`config.mk`:
```
export PLATFORM = sky130hd
export DESIGN_NAME = spi_flash_read_and_bootreg_cmds
export DESIGN_NICKNAME = d
export VERILOG_FILES = /design/src/rtl/flash_cmd_pkg.sv /design/src/rtl/word_fifo.sv /design/src/rtl/spi_flash_read_and_bootreg_cmds.sv
export VERILOG_INCLUDE_DIRS = /design/src /design/src/rtl
export SDC_FILE = /design/constraint.sdc
export NUM_CORES = 1
export LEC_CHECK = 0
export BUFFER_PORTS_ARGS = -buffer_cell sky130_fd_sc_hd__buf_2
export CORE_UTILIZATION = 50
export DETAILED_ROUTE_END_ITERATION = 6
export GPL_TIMING_DRIVEN = 0
export PLACE_DENSITY = 0.67
export SETUP_SLACK_MARGIN = 0.3
export SKIP_CTS_REPAIR_TIMING = 1
export SKIP_LAST_GASP = 1
export SYNTH_ARGS = -nofsm -noshare
export SYNTH_HDL_FRONTEND = slang
export SYNTH_HIERARCHICAL = 1
export SYNTH_SLANG_ARGS = --single-unit
```
`constraint.sdc`:
```
create_clock -name mclk_i -period 5.25 [get_ports mclk_i]
set_input_delay 0.2625 -clock mclk_i [delete_from_list [all_inputs] [get_ports mclk_i]]
set_output_delay 0.2625 -clock mclk_i [all_outputs]
set_load 0.03 [all_outputs]
```
`src/rtl/flash_cmd_regs.svh`:
```
`ifndef FLASH_CMD_REGS_SVH
`define FLASH_CMD_REGS_SVH

// instruction codes
`define OP_READ 8'h03
`define OP_READ4 8'h13
`define OP_FAST 8'h0B
`define OP_FAST4 8'h0C
`define OP_DUAL_RD 8'h3B
`define OP_DUAL_RD4 8'h3C
`define OP_QIOR 8'hEB
`define OP_QIOR4 8'hEC
`define OP_BOOT_RD 8'h14
`define OP_BOOT_WR 8'h15
`define OP_WR_ENABLE 8'h06
`define OP_WRDI 8'h04
`define OP_CLSR 8'h30

// status_register_1 bit positions
`define STAT_BUSY_BIT 0
`define STAT_WR_ENABLE_BIT 1
`define STAT_ERASE_ERR_BIT 5
`define STAT_PROG_ERR_BIT 6

// reset and erased values
`define BOOT_REG_RST 32'h00000000
`define BOOT_REG_ERASED 32'hFFFFFFFF

// framing counts
`define OPCODE_LAST 6'h07
`define ADDR3_LAST 6'h17
`define ADDR4_LAST 6'h1F
`define BOOT_BITS 6'h20
`define BOOT_OVER 6'h21
`define DUMMY_COUNT 4'h8
`define LATENCY_NO_DUMMY 2'h3

// timing
`define MCLK_PERIOD_PS 5000
`define ERASE_TIME_US 200
`define PROG_TIME_US 100

`define DATA_FIFO_DEPTH 16
`define DATA_FIFO_WIDTH 8

`endif

```
`src/rtl/flash_cmd_pkg.sv`:
```
package flash_cmd_pkg;

	typedef enum logic [2:0] {
		ST_IDLE,
		ST_ADDR,
		ST_DUMMY,
		ST_DATA,
		ST_BREAD,
		ST_BWRITE,
		ST_TAIL,
		ST_IGNORE
	} cmd_state_e;

	typedef enum logic [1:0] {
		U_IDLE,
		U_ERASE,
		U_PROG
	} upd_state_e;

endpackage : flash_cmd_pkg

```
`src/rtl/word_fifo.sv`:
```
`timescale 1ns/1ps
module word_fifo #(
	parameter int WIDTH = 8,
	parameter int DEPTH = 16
) (
	input wire logic mclk_i,
	input wire logic rst_i,
	input wire logic flush_i,
	input wire logic in_valid_i,
	output logic in_ready_o,
	input wire logic [WIDTH-1:0] in_data_i,
	output logic out_valid_o,
	input wire logic out_ready_i,
	output logic [WIDTH-1:0] out_data_o
);
	localparam int AW = $clog2(DEPTH);

	logic [WIDTH-1:0] mem_r [DEPTH];
	logic [AW-1:0] wr_ptr_r;
	logic [AW-1:0] rd_ptr_r;
	logic [AW:0] count_r;
	logic push;
	logic pop;

	assign in_ready_o = (count_r != (AW+1)'(DEPTH));
	assign out_valid_o = (count_r != '0);
	assign out_data_o = mem_r[rd_ptr_r];
	assign push = in_valid_i & in_ready_o;
	assign pop = out_valid_o & out_ready_i;

	always_ff @(posedge mclk_i) begin
		if (push) begin
			mem_r[wr_ptr_r] <= in_data_i;
		end
	end

	always_ff @(posedge mclk_i) begin
		if (rst_i || flush_i) begin
			wr_ptr_r <= '0;
			rd_ptr_r <= '0;
			count_r <= '0;
		end else begin
			if (push) begin
				wr_ptr_r <= (wr_ptr_r == AW'(DEPTH-1)) ? '0 : wr_ptr_r + 1'b1;
			end
			if (pop) begin
				rd_ptr_r <= (rd_ptr_r == AW'(DEPTH-1)) ? '0 : rd_ptr_r + 1'b1;
			end
			if (push && !pop) begin
				count_r <= count_r + 1'b1;
			end else if (pop && !push) begin
				count_r <= count_r - 1'b1;
			end
		end
	end
endmodule : word_fifo

```
`src/rtl/spi_flash_read_and_bootreg_cmds.sv`:
```
`timescale 1ns/1ps
`include "flash_cmd_regs.svh"
module spi_flash_read_and_bootreg_cmds
	import flash_cmd_pkg::*;
#(
	parameter int ERASE_CYCLES = (`ERASE_TIME_US * 1000 * 1000 + `MCLK_PERIOD_PS - 1) / `MCLK_PERIOD_PS,
	parameter int PROG_CYCLES = (`PROG_TIME_US * 1000 * 1000 + `MCLK_PERIOD_PS - 1) / `MCLK_PERIOD_PS
) (
	input wire logic mclk_i,
	input wire logic rst_i,
	input wire logic cs_n_i,
	input wire logic sck_i,
	input wire logic si_io0_i,
	output logic si_io0_o,
	output logic si_io0_oe_o,
	input wire logic so_io1_i,
	output logic so_io1_o,
	output logic so_io1_oe_o,
	input wire logic [1:0] latency_code_i,
	input wire logic extended_address_bit_i,
	input wire logic erase_fail_i,
	input wire logic program_fail_i,
	output logic mem_rd_o,
	output logic [23:0] mem_addr_o,
	input wire logic [7:0] mem_rdata_i,
	output logic [7:0] status_register_1_o,
	output logic [31:0] boot_reg_o
);

	function automatic logic takes_4byte(input logic [7:0] op, input logic ext);
		takes_4byte = (op == `OP_READ4) || (op == `OP_FAST4) || (op == `OP_DUAL_RD4) || ext;
	endfunction : takes_4byte

	function automatic logic takes_dummy(input logic [7:0] op, input logic [1:0] lc);
		takes_dummy = (op != `OP_READ) && (op != `OP_READ4) && (lc != `LATENCY_NO_DUMMY);
	endfunction : takes_dummy

	// pin synchronisers; stage [0] is read only by stage [1]
	logic [1:0] sck_sync_r;
	logic [1:0] cs_sync_r;
	logic [1:0] io0_sync_r;
	logic [1:0] io1_sync_r;
	logic sck_q_r;
	logic cs_q_r;
	logic sck_rise;
	logic sck_fall;
	logic cs_rise;
	logic cs_active;
	logic si_bit;

	always_ff @(posedge mclk_i) begin
		if (rst_i) begin
			sck_sync_r <= 2'h0;
			cs_sync_r <= 2'h3;
			io0_sync_r <= 2'h0;
			io1_sync_r <= 2'h0;
			sck_q_r <= 1'b0;
			cs_q_r <= 1'b1;
		end else begin
			sck_sync_r <= {sck_sync_r[0], sck_i};
			cs_sync_r <= {cs_sync_r[0], cs_n_i};
			io0_sync_r <= {io0_sync_r[0], si_io0_i};
			io1_sync_r <= {io1_sync_r[0], so_io1_i};
			sck_q_r <= sck_sync_r[1];
			cs_q_r <= cs_sync_r[1];
		end
	end

	// io1 input is unused by these single-input commands; kept synchronised for a dual-input path
	assign sck_rise = sck_sync_r[1] & ~sck_q_r;
	assign sck_fall = ~sck_sync_r[1] & sck_q_r;
	assign cs_rise = cs_sync_r[1] & ~cs_q_r;
	assign cs_active = ~cs_sync_r[1];
	assign si_bit = io0_sync_r[1];

	cmd_state_e state_r;
	logic [5:0] cnt_r;
	logic [7:0] op_r;
	logic [7:0] op_nxt;
	logic [31:0] addr_r;
	logic [31:0] addr_nxt;
	logic [5:0] addr_last_r;
	logic dummy_r;
	logic dual_r;
	logic [3:0] dcnt_r;
	logic [31:0] wdata_r;
	logic addr_done;
	logic drive_data;

	logic write_enable_latch_r;
	logic eerr_r;
	logic perr_r;
	upd_state_e upd_r;
	logic [31:0] timer_r;
	logic [31:0] upd_data_r;
	logic [31:0] boot_reg_r;
	logic upd_done;
	logic upd_erase_bad;
	logic upd_prog_bad;
	logic busy;

	logic write_enable_go;
	logic wrdi_go;
	logic clsr_go;
	logic bw_go;

	assign op_nxt = {op_r[6:0], si_bit};
	assign addr_nxt = {addr_r[30:0], si_bit};
	assign addr_done = (state_r == ST_ADDR) && sck_rise && (cnt_r == addr_last_r);
	assign busy = (upd_r != U_IDLE);

	// simple commands act only if select rises right after the 8th bit
	assign write_enable_go = cs_rise && (state_r == ST_TAIL) && (op_r == `OP_WR_ENABLE) && (cnt_r == '0) && !busy;
	assign wrdi_go = cs_rise && (state_r == ST_TAIL) && (op_r == `OP_WRDI) && (cnt_r == '0) && !busy;
	assign clsr_go = cs_rise && (state_r == ST_TAIL) && (op_r == `OP_CLSR) && (cnt_r == '0);
	assign bw_go = cs_rise && (state_r == ST_BWRITE) && (cnt_r == `BOOT_BITS) &&
		write_enable_latch_r && !busy;

	// command framing
	always_ff @(posedge mclk_i) begin
		if (rst_i) begin
			state_r <= ST_IDLE;
			cnt_r <= '0;
			op_r <= '0;
			addr_r <= '0;
			addr_last_r <= `ADDR3_LAST;
			dummy_r <= 1'b0;
			dual_r <= 1'b0;
			dcnt_r <= '0;
			wdata_r <= '0;
		end else if (!cs_active) begin
			state_r <= ST_IDLE;
			cnt_r <= '0;
		end else begin
			case (state_r)
				ST_IDLE: begin
					if (sck_rise) begin
						op_r <= op_nxt;
						cnt_r <= cnt_r + 1'b1;
						if (cnt_r == `OPCODE_LAST) begin
							cnt_r <= '0;
							dual_r <= (op_nxt == `OP_DUAL_RD) || (op_nxt == `OP_DUAL_RD4);
							dummy_r <= takes_dummy(op_nxt, latency_code_i);
							addr_last_r <= takes_4byte(op_nxt, extended_address_bit_i) ? `ADDR4_LAST : `ADDR3_LAST;
							case (op_nxt)
								`OP_READ, `OP_READ4, `OP_FAST, `OP_FAST4, `OP_DUAL_RD, `OP_DUAL_RD4: state_r <= ST_ADDR;
								`OP_BOOT_RD: state_r <= ST_BREAD;
								`OP_BOOT_WR: state_r <= ST_BWRITE;
								`OP_WR_ENABLE, `OP_WRDI, `OP_CLSR: state_r <= ST_TAIL;
								// quad I/O and its mode bits need IO2/IO3, absent here
								default: state_r <= ST_IGNORE;
							endcase
						end
					end
				end
				ST_ADDR: begin
					if (sck_rise) begin
						addr_r <= addr_nxt;
						cnt_r <= cnt_r + 1'b1;
						if (cnt_r == addr_last_r) begin
							dcnt_r <= '0;
							state_r <= dummy_r ? ST_DUMMY : ST_DATA;
						end
					end
				end
				ST_DUMMY: begin
					// inputs are not looked at here
					if (sck_fall) begin
						if (dcnt_r == `DUMMY_COUNT) begin
							state_r <= ST_DATA;
						end else begin
							dcnt_r <= dcnt_r + 1'b1;
						end
					end
				end
				ST_BWRITE: begin
					if (sck_rise) begin
						if (cnt_r < `BOOT_BITS) begin
							wdata_r[{cnt_r[4:3], ~cnt_r[2:0]}] <= si_bit;
						end
						if (cnt_r != `BOOT_OVER) begin
							cnt_r <= cnt_r + 1'b1;
						end
					end
				end
				ST_TAIL: begin
					if (sck_rise) begin
						cnt_r <= 6'h01;
					end
				end
				ST_DATA, ST_BREAD, ST_IGNORE: begin
				end
				default: state_r <= ST_IDLE;
			endcase
		end
	end

	// self-timed boot register update: erase then program
	assign upd_erase_bad = (upd_r == U_ERASE) && (timer_r == 32'(ERASE_CYCLES - 1)) && erase_fail_i;
	assign upd_prog_bad = (upd_r == U_PROG) && (timer_r == 32'(PROG_CYCLES - 1)) && program_fail_i;
	assign upd_done = upd_erase_bad || ((upd_r == U_PROG) && (timer_r == 32'(PROG_CYCLES - 1)));

	always_ff @(posedge mclk_i) begin
		if (rst_i) begin
			upd_r <= U_IDLE;
			timer_r <= '0;
			upd_data_r <= '0;
			boot_reg_r <= `BOOT_REG_RST;
		end else begin
			case (upd_r)
				U_IDLE: begin
					timer_r <= '0;
					if (bw_go) begin
						upd_data_r <= wdata_r;
						upd_r <= U_ERASE;
					end
				end
				U_ERASE: begin
					timer_r <= timer_r + 1'b1;
					if (timer_r == 32'(ERASE_CYCLES - 1)) begin
						timer_r <= '0;
						if (erase_fail_i) begin
							upd_r <= U_IDLE;
						end else begin
							boot_reg_r <= `BOOT_REG_ERASED;
							upd_r <= U_PROG;
						end
					end
				end
				U_PROG: begin
					timer_r <= timer_r + 1'b1;
					if (timer_r == 32'(PROG_CYCLES - 1)) begin
						if (!program_fail_i) begin
							boot_reg_r <= upd_data_r;
						end
						upd_r <= U_IDLE;
					end
				end
				default: upd_r <= U_IDLE;
			endcase
		end
	end

	// status flags; a failure in the clear cycle still lands
	always_ff @(posedge mclk_i) begin
		if (rst_i) begin
			write_enable_latch_r <= 1'b0;
			eerr_r <= 1'b0;
			perr_r <= 1'b0;
		end else begin
			if (wrdi_go || upd_done) begin
				write_enable_latch_r <= 1'b0;
			end
			if (write_enable_go) begin
				write_enable_latch_r <= 1'b1;
			end
			if (clsr_go) begin
				eerr_r <= 1'b0;
				perr_r <= 1'b0;
			end
			if (upd_erase_bad) begin
				eerr_r <= 1'b1;
			end
			if (upd_prog_bad) begin
				perr_r <= 1'b1;
			end
		end
	end

	always_comb begin
		status_register_1_o = 8'h00;
		status_register_1_o[`STAT_BUSY_BIT] = busy;
		status_register_1_o[`STAT_WR_ENABLE_BIT] = write_enable_latch_r;
		status_register_1_o[`STAT_ERASE_ERR_BIT] = eerr_r;
		status_register_1_o[`STAT_PROG_ERR_BIT] = perr_r;
	end
	assign boot_reg_o = boot_reg_r;

	// array prefetch into the byte fifo, one read in flight
	logic [23:0] pf_addr_r;
	logic pf_active_r;
	logic pend_r;
	logic fifo_in_ready;
	logic fifo_out_valid;
	logic fifo_pop;
	logic [7:0] fifo_out_data;
	logic issue;

	assign issue = pf_active_r && cs_active && !pend_r && fifo_in_ready;
	assign mem_rd_o = issue;
	assign mem_addr_o = pf_addr_r;

	always_ff @(posedge mclk_i) begin
		if (rst_i) begin
			pf_addr_r <= '0;
			pf_active_r <= 1'b0;
			pend_r <= 1'b0;
		end else begin
			pend_r <= issue;
			if (!cs_active) begin
				pf_active_r <= 1'b0;
			end else if (addr_done) begin
				pf_addr_r <= addr_nxt[23:0];
				pf_active_r <= 1'b1;
			end else if (issue) begin
				pf_addr_r <= pf_addr_r + 1'b1;
			end
		end
	end

	// flushed at every select rise so a stale byte never leads the next read
	word_fifo #(
		.WIDTH(`DATA_FIFO_WIDTH),
		.DEPTH(`DATA_FIFO_DEPTH)
	) u_data_fifo (
		.mclk_i(mclk_i),
		.rst_i(rst_i),
		.flush_i(!cs_active),
		.in_valid_i(pend_r && pf_active_r && cs_active),
		.in_ready_o(fifo_in_ready),
		.in_data_i(mem_rdata_i),
		.out_valid_o(fifo_out_valid),
		.out_ready_i(fifo_pop),
		.out_data_o(fifo_out_data)
	);

	// output shifter, data changes on sck falls; the output enables drop on deselect or in ST_IDLE
	logic [7:0] shift_r;
	logic [3:0] left_r;
	logic [4:0] bcnt_r;
	logic [7:0] load_byte;

	assign drive_data = sck_fall && cs_active &&
		((state_r == ST_DATA) || ((state_r == ST_DUMMY) && (dcnt_r == `DUMMY_COUNT)));
	assign fifo_pop = drive_data && (left_r == '0) && fifo_out_valid;
	// underrun limitation: an empty fifo returns all ones
	assign load_byte = fifo_out_valid ? fifo_out_data : 8'hFF;

	always_ff @(posedge mclk_i) begin
		if (rst_i) begin
			so_io1_o <= 1'b0;
			so_io1_oe_o <= 1'b0;
			si_io0_o <= 1'b0;
			si_io0_oe_o <= 1'b0;
			shift_r <= '0;
			left_r <= '0;
			bcnt_r <= '0;
		end else if (!cs_active || (state_r == ST_IDLE)) begin
			so_io1_oe_o <= 1'b0;
			si_io0_oe_o <= 1'b0;
			left_r <= '0;
			bcnt_r <= '0;
		end else if (state_r == ST_BREAD && sck_fall) begin
			so_io1_o <= boot_reg_r[{bcnt_r[4:3], ~bcnt_r[2:0]}];
			so_io1_oe_o <= 1'b1;
			bcnt_r <= bcnt_r + 1'b1;
		end else if (drive_data) begin
			so_io1_oe_o <= 1'b1;
			si_io0_oe_o <= dual_r;
			if (left_r == '0) begin
				so_io1_o <= load_byte[7];
				if (dual_r) begin
					si_io0_o <= load_byte[6];
					shift_r <= {load_byte[5:0], 2'h0};
					left_r <= 4'h6;
				end else begin
					shift_r <= {load_byte[6:0], 1'b0};
					left_r <= 4'h7;
				end
			end else begin
				so_io1_o <= shift_r[7];
				if (dual_r) begin
					si_io0_o <= shift_r[6];
					shift_r <= {shift_r[5:0], 2'h0};
					left_r <= left_r - 4'h2;
				end else begin
					shift_r <= {shift_r[6:0], 1'b0};
					left_r <= left_r - 4'h1;
				end
			end
		end
	end

endmodule : spi_flash_read_and_bootreg_cmds

```
Word level (Yosys, flattened, before mapping)
Memories as Yosys holds them, arrays and structs flattened. A register that Yosys moved wholly into a read port is not among the register bits.
Cells that the tools add are included.
- equal/unequal tests: 50
- magnitude comparators: 4
- multiplexer cells: 69
- bitwise gates (word level): 13
- reductions and logical operators: 84
- add/sub/neg operators: 11
- operator list (cell ; number):
    32-bit 2-to-1 mux ; 5
    32-bit case mux with 3 select lines ; 1
    32-bit case mux with 2 select lines ; 1
    24-bit 2-to-1 mux ; 2
    4-bit 2-to-1 mux ; 11
    6-bit 2-to-1 mux ; 6
    1-bit logical AND ; 35
    32-bit by 1-bit adder with 32-bit output (second input constant) ; 1
    32-bit bitwise mux ; 1
    32-bit by 15-bit equality test with 1-bit output (second input constant) ; 1
    32-bit by 16-bit equality test with 1-bit output (second input constant) ; 1
    8-bit by 3-bit equality test with 1-bit output (second input constant) ; 4
    8-bit by 6-bit equality test with 1-bit output (second input constant) ; 4
    8-bit 2-to-1 mux ; 4
    24-bit by 1-bit adder with 24-bit output (second input constant) ; 1
    8-bit by 5-bit equality test with 1-bit output (second input constant) ; 3
    6-bit case mux with 4 select lines ; 1
    2-bit inequality test (second input constant) ; 11
    1-bit 2-to-1 mux ; 19
    3-bit 2-to-1 mux ; 6
    2-bit nonzero test ; 9
    8-bit by 4-bit equality test with 1-bit output (second input constant) ; 2
    4-bit by 1-bit adder with 4-bit output (second input constant) ; 3
    4-bit equality test (second input constant) ; 3
    51 further kinds ; 96
- RAM bits: 128
- logic and storage cells: 266
- register bits after elaboration: 253
- input bits: 19
- memories kept: 1
- output and inout port bits: 69
- memories (memory ; words ; width ; read ports ; clocked after memory_dff ; wr ports ; RTL line ; RTL):
    u_data_fifo.mem_r ; 16 ; 8 ; 1 ; 1 ; 1 ; word_fifo.sv:18 ; logic [WIDTH-1:0] mem_r [DEPTH];

Depth between registers and ports, before layout
Gate-level depths: netlist of run 1.
- depth after elaboration: 10
- gate-level depth with buffers: 14
- mapped depth without buffers: 13

Hierarchy
Netlist of run 1, hierarchy kept.
- by module, submodules not included (module ; sequential area each (µm²) ; times used ; cells an instance ; area an instance (µm²)):
    spi_flash_read_and_bootreg_cmds ; 4684.5 ; 1 ; 1443 ; 11682.5
    word_fifo ; 4184.0 ; 1 ; 312 ; 5783.0

Least setup slack after synthesis of run 1
OpenSTA, ideal clock, no wires.
- path type: register -> register
- from: reg dcnt_r[0]
- to: reg u_data_fifo.count_r[3]
- period minus slack after synthesis: 2.977 ns
- data arrival time: 2.855 ns
- setup time: 0.122 ns
- stages on the path, launching flop included: 15
- path slack: 2.273 ns
- path buffers: 1
- data required time: 5.128 ns
- cell sequence: dfxtp_1 > inv_1 > ha_1 > and3b_1 > o2111ai_1 > clkbuf_1 > nor2_1 > o21ai_2 > ha_1 > inv_1 > ha_1 > a21o_1 > a21oi_1 > nor4_1 > a311o_1
- longest elaborated chain between the ends: 10
- elaborated cells between the ends (all ways): 12
- classes of those cells: eq/ne: 1; mux: 1; bitwise: 1; reduce/logical: 9
- ends and longest elaborated chain (what ; RTL line ; RTL):
    from (decl) ; spi_flash_read_and_bootreg_cmds.sv:85 ; logic [3:0] dcnt_r;
    from (signal assigned) ; spi_flash_read_and_bootreg_cmds.sv:172 ; dcnt_r <= dcnt_r + 1'b1;
    4-bit equality test (no source line) (*) ; - ;
    1-bit logical AND (*) ; spi_flash_read_and_bootreg_cmds.sv:334 ; ((state_r == ST_DATA) || ((state_r == ST_DUMMY) && (dcnt_r == `DUMMY_COUNT)));
    1-bit logical OR (*) ; spi_flash_read_and_bootreg_cmds.sv:334 ;
    1-bit logical AND (*) ; spi_flash_read_and_bootreg_cmds.sv:333 ; assign drive_data = sck_fall && cs_active &&
    1-bit logical AND (*) (2 in a row) ; spi_flash_read_and_bootreg_cmds.sv:335 ; assign fifo_pop = drive_data && (left_r == '0) && fifo_out_valid;
    named net fifo_pop ; spi_flash_read_and_bootreg_cmds.sv:285 ; logic fifo_pop;
    1-bit bitwise AND (*) ; word_fifo.sv:29 ; assign pop = out_valid_o & out_ready_i;
    1-bit zero test ; word_fifo.sv:49 ; if (push && !pop) begin
    1-bit logical AND ; word_fifo.sv:49 ;
    5-bit 2-to-1 mux / 2-bit nonzero test (equally long branches) ; - ;
    to (signal assigned) ; word_fifo.sv:50 ; count_r <= count_r + 1'b1;
    to (signal assigned) ; word_fifo.sv:52 ; count_r <= count_r - 1'b1;
    to (decl) ; word_fifo.sv:21 ; logic [AW:0] count_r;
The timed path passes the listed nets; every way through them passes the cells marked *.
A chain may end at the register's enable or synchronous reset.

Final worst setup path of run 1
Same ends and word-level chain as after synthesis.

==> results of run 1 <==
==> per-layer routing <==
| metal | share of wire, % | up-vias | wire (um) | global-route usage, % |
|---|---|---|---|---|
| met5 | 0 | - | 0 | 0 |
| met1 | 46 | 6649 | 19700 | 34.2 |
| met4 | 2.4 | 0 | 1030 | 8.06 |
| li1 | - | 6671 | - | - |
| met2 | 46 | 414 | 19900 | 38.2 |
| met3 | 5.5 | 69 | 2370 | 3.47 |
==> registers in the layout, indices dropped and copies added, names as in the netlist, 2 cells and up, named ones only <==
register and flops:
u_data_fifo/mem_r 128, left_r 4, cnt_r 6, sck_sync_r 2, upd_data_r 32, io0_sync_r 2
bcnt_r 5, u_data_fifo/rd_ptr_r 4, u_data_fifo/count_r 5, timer_r 32, u_data_fifo/wr_ptr_r 4, shift_r 7
state_r 3, addr_r 23, upd_r 2, wdata_r 32, mem_addr_o 24, boot_reg_o 32
op_r 8, dcnt_r 4, cs_sync_r 2
==> worst reg2reg max path, stage by stage, from the launching register on <==
cell	delay, ps
sky130_fd_sc_hd__dfxtp_1	390
sky130_fd_sc_hd__inv_1	60
sky130_fd_sc_hd__ha_1	180
sky130_fd_sc_hd__and3b_1	240
sky130_fd_sc_hd__o2111ai_1	440
sky130_fd_sc_hd__clkbuf_1	440
sky130_fd_sc_hd__nor2_1	160
sky130_fd_sc_hd__o21ai_2	150
sky130_fd_sc_hd__ha_1	230
sky130_fd_sc_hd__inv_1	100
sky130_fd_sc_hd__ha_1	290
sky130_fd_sc_hd__a21o_1	180
sky130_fd_sc_hd__a21oi_1	190
sky130_fd_sc_hd__nor4_1	70
sky130_fd_sc_hd__a311o_1	320
==> metrics by stage <==
| step | util [%] | setup WS, ps |
|---|---|---|
| floorplan | - | 2270 |
| global placement | 53.6 | 1770 |
| detailed placement | 53.7 | 1700 |
| CTS | 57.5 | 1670 |
| global route | 57.6 | 1390 |
| finish | 57.6 | 1700 |
==> synth_stat cells, drive strengths merged (8+ instances only) <==
master | instances | area share [%]
nand2 | 277 | 6.0
dfxtp | 251 | 29
a21oi | 148 | 4.2
edfxtp | 128 | 22
clkbuf | 94 | 2.0
nor2 | 78 | 1.7
inv | 71 | 1.5
nand3 | 63 | 1.8
a211oi | 57 | 3.3
buf | 42 | 1.4
mux4 | 40 | 5.2
o21ai | 37 | 1.2
a31oi | 36 | 1.3
nor3 | 32 | 0.97
and2 | 27 | 0.97
mux2i | 27 | 1.5
ha | 25 | 1.8
nand4 | 25 | 0.90
nor2b | 21 | 0.75
nor4 | 19 | 0.85
a22oi | 18 | 0.77
xor2 | 16 | 0.80
and3 | 15 | 0.57
xnor2 | 15 | 0.75
o31ai | 14 | 0.60
or3 | 14 | 0.50
or4 | 14 | 0.62
a21o | 11 | 0.47
o2111ai | 11 | 0.55
nand3b | 9 | 0.39
o311ai | 9 | 0.45
o211ai | 8 | 0.37
==> logic make-up after synthesis <==
logic type                 synth area share [%]
DFF                                        50.8
AOI/OAI and AO/OA                          15.8
buffers and inverters                      4.96
muxes                                      6.71
and+or+nand+nor                            18.3
xor gates and xnor gates                   1.55
other                                    0.0215
adders and majority gates                  1.91
==> cells in the final DEF (no fill, tap or decap), types with 11 or more instances in the layout <==
cell,n
sky130_fd_sc_hd__a211oi_1,27
sky130_fd_sc_hd__a211oi_2,30
sky130_fd_sc_hd__a21o_1,11
sky130_fd_sc_hd__a21oi_1,148
sky130_fd_sc_hd__a22oi_1,18
sky130_fd_sc_hd__a31oi_1,35
sky130_fd_sc_hd__and2_1,23
sky130_fd_sc_hd__and3_1,14
sky130_fd_sc_hd__buf_2,104
sky130_fd_sc_hd__clkbuf_1,103
sky130_fd_sc_hd__clkbuf_16,42
sky130_fd_sc_hd__dfxtp_1,251
sky130_fd_sc_hd__edfxtp_1,128
sky130_fd_sc_hd__ha_1,25
sky130_fd_sc_hd__inv_1,70
sky130_fd_sc_hd__mux2i_1,27
sky130_fd_sc_hd__mux4_2,40
sky130_fd_sc_hd__nand2_1,276
sky130_fd_sc_hd__nand3_1,63
sky130_fd_sc_hd__nand4_1,25
sky130_fd_sc_hd__nor2_1,78
sky130_fd_sc_hd__nor2b_1,21
sky130_fd_sc_hd__nor3_1,30
sky130_fd_sc_hd__nor4_1,17
sky130_fd_sc_hd__o2111ai_1,11
sky130_fd_sc_hd__o21ai_0,28
sky130_fd_sc_hd__o31ai_1,14
sky130_fd_sc_hd__or3_1,14
sky130_fd_sc_hd__or4_1,13
sky130_fd_sc_hd__xnor2_1,15
sky130_fd_sc_hd__xor2_1,16
==> where the power goes <==
group | leakage [nW] | switching [mW] | internal, mW | total, mW
combinational | 2.70 | 0.0690 | 0.0163 | 0.0853
clock | 0.655 | 1.15 | 1.68 | 2.83
sequential | 3.17 | 0.00222 | 3.03 | 3.03
==> worst max path at each step <==
stage	slack, ps	to
after floorplan	2270	u_data_fifo/count_r[3]$_SDFFE_PP0P_
after global placement	1770	u_data_fifo/count_r[3]$_SDFFE_PP0P_
after detailed placement	1700	u_data_fifo/count_r[3]$_SDFFE_PP0P_
after CTS	1670	u_data_fifo/count_r[3]$_SDFFE_PP0P_
after global routing	1390	u_data_fifo/count_r[4]$_SDFFE_PP0P_
final	1700	u_data_fifo/count_r[3]$_SDFFE_PP0P_
==> final cells by class <==
type                    count  share of cell area [%]
flip-flops and latches    379                    44.7
multi-input cells        1171                    39.2
clock buffers              57                    5.80
plain buffers             136                    3.00
well taps                 455                    2.87
repair buffers             86                    2.26
inverters                  72                    1.38
clock inverters            16                   0.839
==> summary.md, run 1 <==
| Metric | Value |
|---|---|
| Critical path's top delay family | `compound AO/OA/AOI/OAI gates` |
| Launching instance or port of the critical path | `dcnt_r[0]$_SDFFE_PP0P_` |
| Post-synthesis cell area | `17500 um2` |
| Pin count of the biggest net entering global routing | `17` |
| Number of instances in the synthesized netlist | `1755` |
| DIE AREA | `35700 um2` |
| Root Driver | `sky130_fd_sc_hd__clkbuf_16` |
| Number of global-route vias before repair | `13000` |
| GR Overflow Total | `0` |
| Run status | `complete, no violations` |
| Post-route DRC | `0` |
| TritonCTS buffer count | `41` |
| Clock Skew | `between 20 and 30 ps` |
| Total routing resource utilization after global routing | `24.2%` |
| Global-route wire length before repair | `approximately 69000 um` |
| Transition time at the pin with the least slew margin | `between 1000 and 1500 ps` |
| Worst hold margin | `14.5 ps` |
| Slowest cell on crit path | `sky130_fd_sc_hd__o2111ai_1` |
| FFs w/ async S/R, synth | `0%` |
| R2R Path Start | `dcnt_r[0]$_SDFFE_PP0P_` |
| Endpoint of the worst-slack reg-to-reg timing path | `u_data_fifo/count_r[3]$_SDFFE_PP0P_` |
| Count of cell types in the netlist | `between 80 and 90` |
| Site Rows | `68` |
| Power Dens Cells | `around 300 nW/um2` |
| Main synth FF type | `sky130_fd_sc_hd__dfxtp_1` |
| Synth warnings | `6` |
| Count of final max-slew check failures | `0` |
| Summed negative setup slack over all endpoints | `0 ps` |
| Number of stages on the worst hold path | `3` |
| Chip height | `roughly 190 um` |
| First-pass DRT Iterations | `5` |
| Proportion of layout cells with a drive suffix above 1 | `approximately 15%` |
| Initial antenna violation count | `0` |
| Maximum vdd drop | `0.000320 V` |
| Final worst path period need | `3550 ps` |
| Worst setup path class | `register to register` |
| Worst EP required | `5670 ps` |
| Area used by multi-input combinational logic | `7770 um2` |
| Clock tree from TritonCTS | `done` |
| Buf+Inv Stages, Crit Path | `3` |
| Hold worst-path end | `upd_r[1]$_SDFFE_PP0P_` |
| Endpoint type of the worst setup path | `register` |
| Kind of path behind the tightest hold check | `input pin to register` |
| Post-detailed-placement cell area | `roughly 18000 um2` |
| Fraction of the cycle the final worst path needs | `67.6%` |
| Total of fill cells in the finished design | `between 2000 and 3000` |
| Critical Path Fanout Max | `10` |
| Count of flip-flops with a built-in enable after synthesis | `128` |
| Number of failing hold endpoints at the final stage | `0` |
| Vias per inst | `slightly below 6` |
| Design Area, Final | `around 20000 um2` |
| Total via count after detailed routing | `13800` |
| Top-Level Pins | `a little under 90` |
| H-tree levels | `2` |
| Avg Cell Area, Syn | `9.95 um2` |
| CTS max path bufs | `3` |
| Area taken by flip-flops and latches | `around 9000 um2` |
| Share of synthesized area occupied by flip-flops and latches | `50.8%` |
| Max Clk Rate | `0.282 GHz` |
| Total Power | `5.95 mW` |
| Reg2Reg Setup Slack | `approximately 1700 ps` |
| Number of placed cells counting well taps | `between 2000 and 2500` |
| Chip width | `189 um` |
| Violation count after the first detailed-routing iteration | `about 950` |
| Final antenna-violating net count | `0` |
| Most frequent cell on the critical path | `sky130_fd_sc_hd__ha_1` |
| Hold path startpoint | `erase_fail_i` |
| Sinks on the clock net | `379` |
| Standard cell core area | `34500 um2` |
| Number of standard cells in the layout, taps in and fillers out | `2372` |
| Final setup violation count | `0` |
| Worst path max stage delay | `approximately 440 ps` |
| R2r worst-path depth | `14` |
| Number of flip-flops and latches in the synthesized netlist | `379` |
| Leakage dissipation | `6.53 nW` |
| Setup repair after global routing missed its margin | `false` |
| Instance count on the critical path | `14` |
| # nets final | `a little under 2000` |
| Diodes inserted | `0` |
| GPL Wtd Cong | `0.881` |
| Clock-pin transition on the worst setup and hold timing paths | `60 ps` |
| Clock latency at the later pin of the worst-skew pair | `560 ps` |
| Wire length per cell after detailed routing | `18.1 um` |
| Syn-to-layout area delta | `13.6%` |
| Cells traversed along the worst timing path | `inv_1 -> ha_1 -> and3b_1 -> o2111ai_1 -> clkbuf_1 -> nor2_1 -> o21ai_2 -> ha_1 -> inv_1 -> ha_1 -> a21o_1 -> a21oi_1 -> nor4_1 -> a311o_1` |
| Max_slew headroom | `32.3%` |
| Drt total wl | `between 40000 and 50000 um` |
| DPL Wire Length | `30600 um` |
| Effective utilization at floorplan | `50.7%` |
| Worst path arrival time | `between 3000 and 4000 ps` |
| Count of input and output buffers | `82` |
| Max-cap viol count | `0` |
| Startpoint kind of the worst setup timing path | `register` |
Note: power is estimated with default switching activity, not from simulation.
==> run 2: changes to the inputs <==
==> constraint.sdc (replaced) <==
create_clock -name mclk_i -period 3.7 [get_ports mclk_i]
set_input_delay 0.185 -clock mclk_i [delete_from_list [all_inputs] [get_ports mclk_i]]
set_output_delay 0.185 -clock mclk_i [all_outputs]
set_load 0.03 [all_outputs]
==> run 2 against run 1 <==
Compared with the run above: first-iteration DRC count is 8.2% higher; utilization is 0.14 points higher; largest cell class unchanged; critical endpoint unchanged; setup slack got worse by 1100 ps; largest power group unchanged; maximum frequency grew 13%.
==> summary.md, run 2 (same netlist as run 1, synthesis figures left out) <==
| Metric | Value |
|---|---|
| Reg2Reg Setup Slack | `550 ps (-1150 ps)` |
| Endpoint type of the worst setup path | `register` |
| Worst EP required | `4120 ps (-1550 ps)` |
| Clock Skew | `24.3 ps (-2.90 ps)` |
| Kind of path behind the tightest hold check | `input pin to register` |
| Initial antenna violation count | `0 (unchanged)` |
| Max Clk Rate | `0.318 GHz (+13%)` |
| Number of standard cells in the layout, taps in and fillers out | `2373 (+0.042%)` |
| Post-route DRC | `0 (unchanged)` |
| Transition time at the pin with the least slew margin | `1000 ps (-6.25 ps)` |
| Sinks on the clock net | `379 (unchanged)` |
| Endpoint of the most critical setup path | `u_data_fifo/count_r[3]$_SDFFE_PP0P_` |
| R2R Path Start | `dcnt_r[0]$_SDFFE_PP0P_` |
| Critical Path Fanout Max | `10 (unchanged)` |
| Max-cap viol count | `0 (unchanged)` |
| GR Overflow Total | `0 (unchanged)` |
| Standard cell core area | `34500 um2 (unchanged)` |
| Total via count after detailed routing | `13800 (+0.043%)` |
| Worst setup path class | `register to register` |
| Setup slack after placement | `155 ps (-1550 ps)` |
| Site Rows | `68 (unchanged)` |
| Total routing resource utilization after global routing | `24.2% (unchanged)` |
| Fraction of the cycle the final worst path needs | `85.1% (+17 points)` |
| Worst path arrival time | `3570 ps (-410 ps)` |
| DIE AREA | `35700 um2 (unchanged)` |
| CTS max path bufs | `3 (unchanged)` |
| Syn-to-layout area delta | `13.8%` |
| Effective utilization at floorplan | `50.7% (unchanged)` |
| First-pass DRT Iterations | `5 (unchanged)` |
| Clock latency at the later pin of the worst-skew pair | `560 ps (about the same)` |
| Top-Level Pins | `88 (unchanged)` |
| Startpoint kind of the worst setup timing path | `register` |
| Number of failing hold endpoints at the final stage | `0 (unchanged)` |
| Endpoint of the worst-slack reg-to-reg timing path | `u_data_fifo/count_r[3]$_SDFFE_PP0P_` |
| DPL Wire Length | `30600 um (unchanged)` |
| Top reg by flops | `u_data_fifo/mem_r` |
| Most common cell after layout, fill and taps aside | `sky130_fd_sc_hd__nand2_1` |
| Wire length per cell after detailed routing | `18.1 um (-0.16%)` |
| Global-route wire length before repair | `69000 um (unchanged)` |
| Number of global-route vias before repair | `13000 (unchanged)` |
| Pin count of the biggest net entering global routing | `17 (unchanged)` |
| Summed negative setup slack over all endpoints | `0 ps (unchanged)` |
| Chip height | `189 um (unchanged)` |
| Final antenna-violating net count | `0 (unchanged)` |
| Power Dens Cells | `424 nW/um2 (+41%)` |
| Diodes inserted | `0 (unchanged)` |
| Maximum vdd drop | `0.000453 V (+42%)` |
| Clock tree from TritonCTS | `done` |
| Chip width | `189 um (unchanged)` |
| Crit path setup slack, layout | `552 ps (-1150 ps)` |
| Max_slew headroom | `32.7% (+0.42 points)` |
| Number of placed cells counting well taps | `2296 (unchanged)` |
| Root Driver | `sky130_fd_sc_hd__clkbuf_16` |
| Launching instance or port of the critical path | `dcnt_r[0]$_SDFFE_PP0P_` |
| TritonCTS buffer count | `41 (unchanged)` |
| Run status | `complete, no violations` |
| Max FFs per register | `128 (unchanged)` |
| Highest-count cells in the layout ignoring fill and taps | `sky130_fd_sc_hd__nand2_1 (276), sky130_fd_sc_hd__dfxtp_1 (251), sky130_fd_sc_hd__a21oi_1 (148)` |
| Clock-pin transition on the worst setup and hold timing paths | `60 ps (about the same)` |
| Vias per inst | `5.82 (about the same)` |
| Final worst path period need | `3150 ps (-402 ps)` |
| GPL Wtd Cong | `0.881 (unchanged)` |
| Violation count after the first detailed-routing iteration | `1032 (+8.2%)` |
| Count of final max-slew check failures | `0 (unchanged)` |
| Proportion of layout cells with a drive suffix above 1 | `15.1% (+0.31 points)` |
| Setup repair after global routing missed its margin | `true` |
| Count of input and output buffers | `82 (unchanged)` |
| R2r worst-path depth | `14 (unchanged)` |
| Leakage dissipation | `6.55 nW (+0.32%)` |
| Final setup violation count | `0 (unchanged)` |
| # nets final | `1933 (+0.052%)` |
| H-tree levels | `2 (unchanged)` |
| Total of fill cells in the finished design | `2993 (-0.067%)` |
| Drt total wl | `42900 um (-0.12%)` |
-- run 2: routing by layer --
metal / vias up / GRT usage (%) / part of all wire [%]
met2: 416 / 38.2 / 46
met5: - / 0 / 0
li1: 6674 / - / -
met1: 6655 / 34.2 / 46
met4: 0 / 8.06 / 2.3
met3: 64 / 3.47 / 5.7
-- run 2: cell type report --
class,count,area [um2],share of cell area [%]
clock buffer,57,1150,5.78
tap,455,569,2.86
sequential,379,8870,44.6
buffer,136,601,3.02
clock inverter,16,166,0.837
timing repair buffer,87,458,2.30
inverter,72,273,1.37
multi-input combinational,1171,7800,39.2
-- run 2: worst min-delay path by stage --
stage | cells past startpoint | from | slack (ps) | end
floorplan | 0 | mem_rdata_i[0] | 280 | u_data_fifo/mem_r[0][0]$_DFFE_PP_
global placement | 2 | cs_n_i | 390 | cs_sync_r[0]$_SDFF_PP1_
detailed placement | 2 | cs_n_i | 390 | cs_sync_r[0]$_SDFF_PP1_
CTS | 2 | cs_n_i | -180 | cs_sync_r[0]$_SDFF_PP1_
global route | 3 | latency_code_i[1] | 10 | dummy_r$_SDFFE_PP0P_
finish | 3 | latency_code_i[0] | 20 | dummy_r$_SDFFE_PP0P_
-- run 2: worst max-delay path: stages, from the launching register on --
cell	delay, ps
sky130_fd_sc_hd__dfxtp_1	390
sky130_fd_sc_hd__inv_1	60
sky130_fd_sc_hd__ha_1	180
sky130_fd_sc_hd__and3b_1	250
sky130_fd_sc_hd__o2111ai_4	280
sky130_fd_sc_hd__clkbuf_4	270
sky130_fd_sc_hd__nor2_1	90
sky130_fd_sc_hd__o21ai_2	120
sky130_fd_sc_hd__ha_1	230
sky130_fd_sc_hd__inv_1	100
sky130_fd_sc_hd__ha_1	290
sky130_fd_sc_hd__a21o_1	180
sky130_fd_sc_hd__a21oi_1	190
sky130_fd_sc_hd__nor4_1	70
sky130_fd_sc_hd__a311o_1	320
-- run 2: report_power, final --
part	leakage, nW	switching (mW)	internal [mW]
Clock	0.655	1.63	2.38
Combinational	2.72	0.0982	0.0239
Sequential	3.17	0.00324	4.30
Total	6.55	1.73	6.71
-- run 2: metrics by stage --
step	power (mW)	hold WS [ps]	util, %	area [um2]
detailed placement	4.51	386	53.7	18500
finish	8.44	15.1	57.7	19900
global route	8.72	13.5	57.7	19900
CTS	8.52	-178	57.5	19800
global placement	4.51	386	53.6	18500
floorplan	4.45	284	-	17500
==> run 3: changes to the inputs <==
--- a/config.mk
+++ b/config.mk
@@ -8,6 +8,7 @@
 export LEC_CHECK = 0
 export BUFFER_PORTS_ARGS = -buffer_cell sky130_fd_sc_hd__buf_2
 export CORE_UTILIZATION = 50
+export CTS_BUF_LIST = sky130_fd_sc_hd__clkbuf_4 sky130_fd_sc_hd__clkbuf_8
 export DETAILED_ROUTE_END_ITERATION = 6
 export GPL_TIMING_DRIVEN = 0
 export PLACE_DENSITY = 0.67
==> run 3 against run 2 <==
Compared with the run above: non-clock buffer count increased by 12; flip-flop and latch count unchanged; global-route usage increased by 0.11 points; setup slack improved by 38 ps; sequential share of layout area decreased by 0.17 points; clock skew increased by 23 ps; first-iteration DRC count decreased by 7.3%; die area unchanged; via count increased by 0.70%; largest power group unchanged; highest routed layer unchanged.
==> summary.md, run 3 (same netlist as run 1, synthesis figures left out) <==
| Metric | Value |
|---|---|
| Most common cell after layout, fill and taps aside | `sky130_fd_sc_hd__nand2_1` |
| Kind of path behind the tightest hold check | `input pin to register` |
| Proportion of layout cells with a drive suffix above 1 | `16.9% (+1.8 points)` |
| Switching fraction of total power | `21.9% (+1.4 points)` |
| Effective utilization at floorplan | `50.7% (unchanged)` |
| Diodes inserted | `0 (unchanged)` |
| Clock latency at the later pin of the worst-skew pair | `680 ps (+120 ps)` |
| Fraction of power consumed by the clock network | `45.6% (-2.0 points)` |
| Endpoint type of the worst setup path | `register` |
| CTS max path bufs | `3 (unchanged)` |
| Initial antenna violation count | `0 (unchanged)` |
| Global-route wire length before repair | `69100 um (+0.16%)` |
| DPL Wire Length | `30600 um (unchanged)` |
| Max_slew headroom | `32.2% (-0.49 points)` |
| Critical Path Fanout Max | `10 (unchanged)` |
| Syn-to-layout area delta | `14.3%` |
| Standard cell core area | `34500 um2 (unchanged)` |
| Combinational group share of total power | `1.6% (+0.2 points)` |
| Top reg by flops | `u_data_fifo/mem_r` |
| Count of final max-slew check failures | `0 (unchanged)` |
| Area taken by flip-flops and latches | `8870 um2 (unchanged)` |
| TritonCTS buffer count | `61 (+49%)` |
| Number of global-route vias before repair | `13100 (+1.3%)` |
| GPL Wtd Cong | `0.881 (unchanged)` |
| Clock tree from TritonCTS | `done` |
| Max FFs per register | `128 (unchanged)` |
| Launching instance or port of the critical path | `dcnt_r[0]$_SDFFE_PP0P_` |
| GR Overflow Total | `0 (unchanged)` |
| Max-cap viol count | `0 (unchanged)` |
| Site Rows | `68 (unchanged)` |
| Startpoint kind of the worst setup timing path | `register` |
| Highest-count cells in the layout ignoring fill and taps | `sky130_fd_sc_hd__nand2_1 (276), sky130_fd_sc_hd__dfxtp_1 (251), sky130_fd_sc_hd__a21oi_1 (148)` |
| Fraction of the cycle the final worst path needs | `84.1% (-1.0 points)` |
| Leakage dissipation | `6.62 nW (+1.0%)` |
| Reported net switching power | `1.79 mW (+3.3%)` |
| First-pass DRT Iterations | `7 (+2)` |
| Area used by multi-input combinational logic | `7800 um2 (unchanged)` |
| Chip width | `189 um (unchanged)` |
| Final antenna-violating net count | `0 (unchanged)` |
| Post-route DRC | `0 (unchanged)` |
| Crit path setup slack, layout | `589 ps (+37.6 ps)` |
| Final worst path period need | `3110 ps (-37.6 ps)` |
| # nets final | `1965 (+1.7%)` |
| Setup slack after placement | `155 ps (unchanged)` |
| Total routing resource utilization after global routing | `24.3% (+0.11 points)` |
| Worst path arrival time | `3630 ps (+60 ps)` |
| Drt total wl | `43400 um (+1.1%)` |
| R2R Path Start | `dcnt_r[0]$_SDFFE_PP0P_` |
| Transition time at the pin with the least slew margin | `1010 ps (+8.86 ps)` |
| Worst setup path class | `register to register` |
| Total of fill cells in the finished design | `3013 (+0.67%)` |
| Summed negative setup slack over all endpoints | `0 ps (unchanged)` |
| Pin count of the biggest net entering global routing | `19 (+2)` |
| R2r worst-path depth | `14 (unchanged)` |
| Total via count after detailed routing | `13900 (+0.70%)` |
| Endpoint of the most critical setup path | `u_data_fifo/count_r[3]$_SDFFE_PP0P_` |
| Maximum vdd drop | `0.000359 V (-21%)` |
| Power Dens Cells | `409 nW/um2 (-3.7%)` |
| Setup repair after global routing missed its margin | `false` |
| Fraction of power consumed by sequential logic | `52.7% (+1.7 points)` |
| Number of failing hold endpoints at the final stage | `0 (unchanged)` |
| Worst hold margin | `18.2 ps (+3.14 ps)` |
| Wire length per cell after detailed routing | `17.9 um (-0.92%)` |
| H-tree levels | `2 (unchanged)` |
| Chip height | `189 um (unchanged)` |
| Run status | `complete, no violations` |
| Endpoint of the worst-slack reg-to-reg timing path | `u_data_fifo/count_r[3]$_SDFFE_PP0P_` |
| Internal Dissipation | `6.37 mW (-5.0%)` |
| Worst EP required | `4220 ps (+100 ps)` |
| Clock-pin transition on the worst setup and hold timing paths | `70 ps (about the same)` |
| Root Driver | `sky130_fd_sc_hd__clkbuf_8` |
| Violation count after the first detailed-routing iteration | `957 (-7.3%)` |
| Count of input and output buffers | `82 (unchanged)` |
| Clock Skew | `47.5 ps (+23.2 ps)` |
| Top-Level Pins | `88 (unchanged)` |
| Sinks on the clock net | `379 (unchanged)` |
| Reg2Reg Setup Slack | `590 ps (+40 ps)` |
| DIE AREA | `35700 um2 (unchanged)` |
| Vias per inst | `5.74 (-1.3%)` |
| Max Clk Rate | `0.321 GHz (+1.2%)` |
| Final setup violation count | `0 (unchanged)` |
## run 3: cell count changes in the layout (fill, tap and decap cells not counted), sizes merged
cell,before,now
buf,125,126
inv,71,74
bufinv,3,0
clkbuf,151,189
clkinvlp,0,1
clkinv,14,11
dlygate4sd3,4,16
## run 3: routing by layer
| metal | routed length, um | vias to the layer above | GRT usage [%] |
|---|---|---|---|
| met3 | 2550 | 86 | 3.76 |
| met4 | 1150 | 0 | 9.77 |
| met5 | 0 | - | 0 |
| li1 | - | 6741 | - |
| met1 | 19900 | 6644 | 34.0 |
| met2 | 19800 | 434 | 37.7 |
## run 3: layout make-up
type                            count  share of cell area [%]
Buffer                            136                    3.01
Clock inverter                     14                   0.451
Timing Repair Buffer               99                    2.90
Sequential cell                   379                    44.4
Tap cell                          455                    2.85
Multi-Input combinational cell   1171                    39.1
Inverter                           72                    1.37
Clock buffer                       96                    5.93
## run 3: power groups by stage
stage	Clock, mW	Combinational (mW)	Sequential [mW]
finish	3.72	0.131	4.30
global route	3.99	0.141	4.30
CTS	3.81	0.119	4.30
detailed placement	0	0.119	4.39
global placement	0	0.117	4.39
floorplan	0	0.0547	4.39
## run 3: how the worst min path moves through the flow
stage	slack, ps	cells after the start	startpoint	to
after global routing	0.6	3	rst_i	upd_r[1]$_SDFFE_PP0P_
after floorplan	280	0	mem_rdata_i[0]	u_data_fifo/mem_r[0][0]$_DFFE_PP_
after detailed placement	390	2	cs_n_i	cs_sync_r[0]$_SDFF_PP1_
after CTS	-290	2	cs_n_i	cs_sync_r[0]$_SDFF_PP1_
final	20	3	rst_i	upd_r[1]$_SDFFE_PP0P_
after global placement	390	2	cs_n_i	cs_sync_r[0]$_SDFF_PP1_
## run 3: per-stage QoR
step | utilization, % | area, um2 | total power, mW | cells
2_1_floorplan | - | 17500 | 4.45 | 1758
3_3_place_gp | 53.6 | 18500 | 4.51 | 2295
3_5_place_dp | 53.7 | 18500 | 4.51 | 2296
4_1_cts | 57.4 | 19800 | 8.23 | 2406
5_1_grt | 57.9 | 20000 | 8.43 | 2422
6_report | 57.9 | 20000 | 8.16 | 2422
## run 3: worst max-delay path, stage by stage, from the launching register on
cell and delay [ps]:
sky130_fd_sc_hd__dfxtp_1 390, sky130_fd_sc_hd__inv_1 60, sky130_fd_sc_hd__ha_1 180, sky130_fd_sc_hd__and3b_1 250
sky130_fd_sc_hd__o2111ai_4 280, sky130_fd_sc_hd__buf_4 230, sky130_fd_sc_hd__nor2_1 90, sky130_fd_sc_hd__o21ai_2 120
sky130_fd_sc_hd__ha_1 230, sky130_fd_sc_hd__inv_1 100, sky130_fd_sc_hd__ha_1 290, sky130_fd_sc_hd__a21o_1 180
sky130_fd_sc_hd__a21oi_1 190, sky130_fd_sc_hd__nor4_1 70, sky130_fd_sc_hd__a311o_1 320
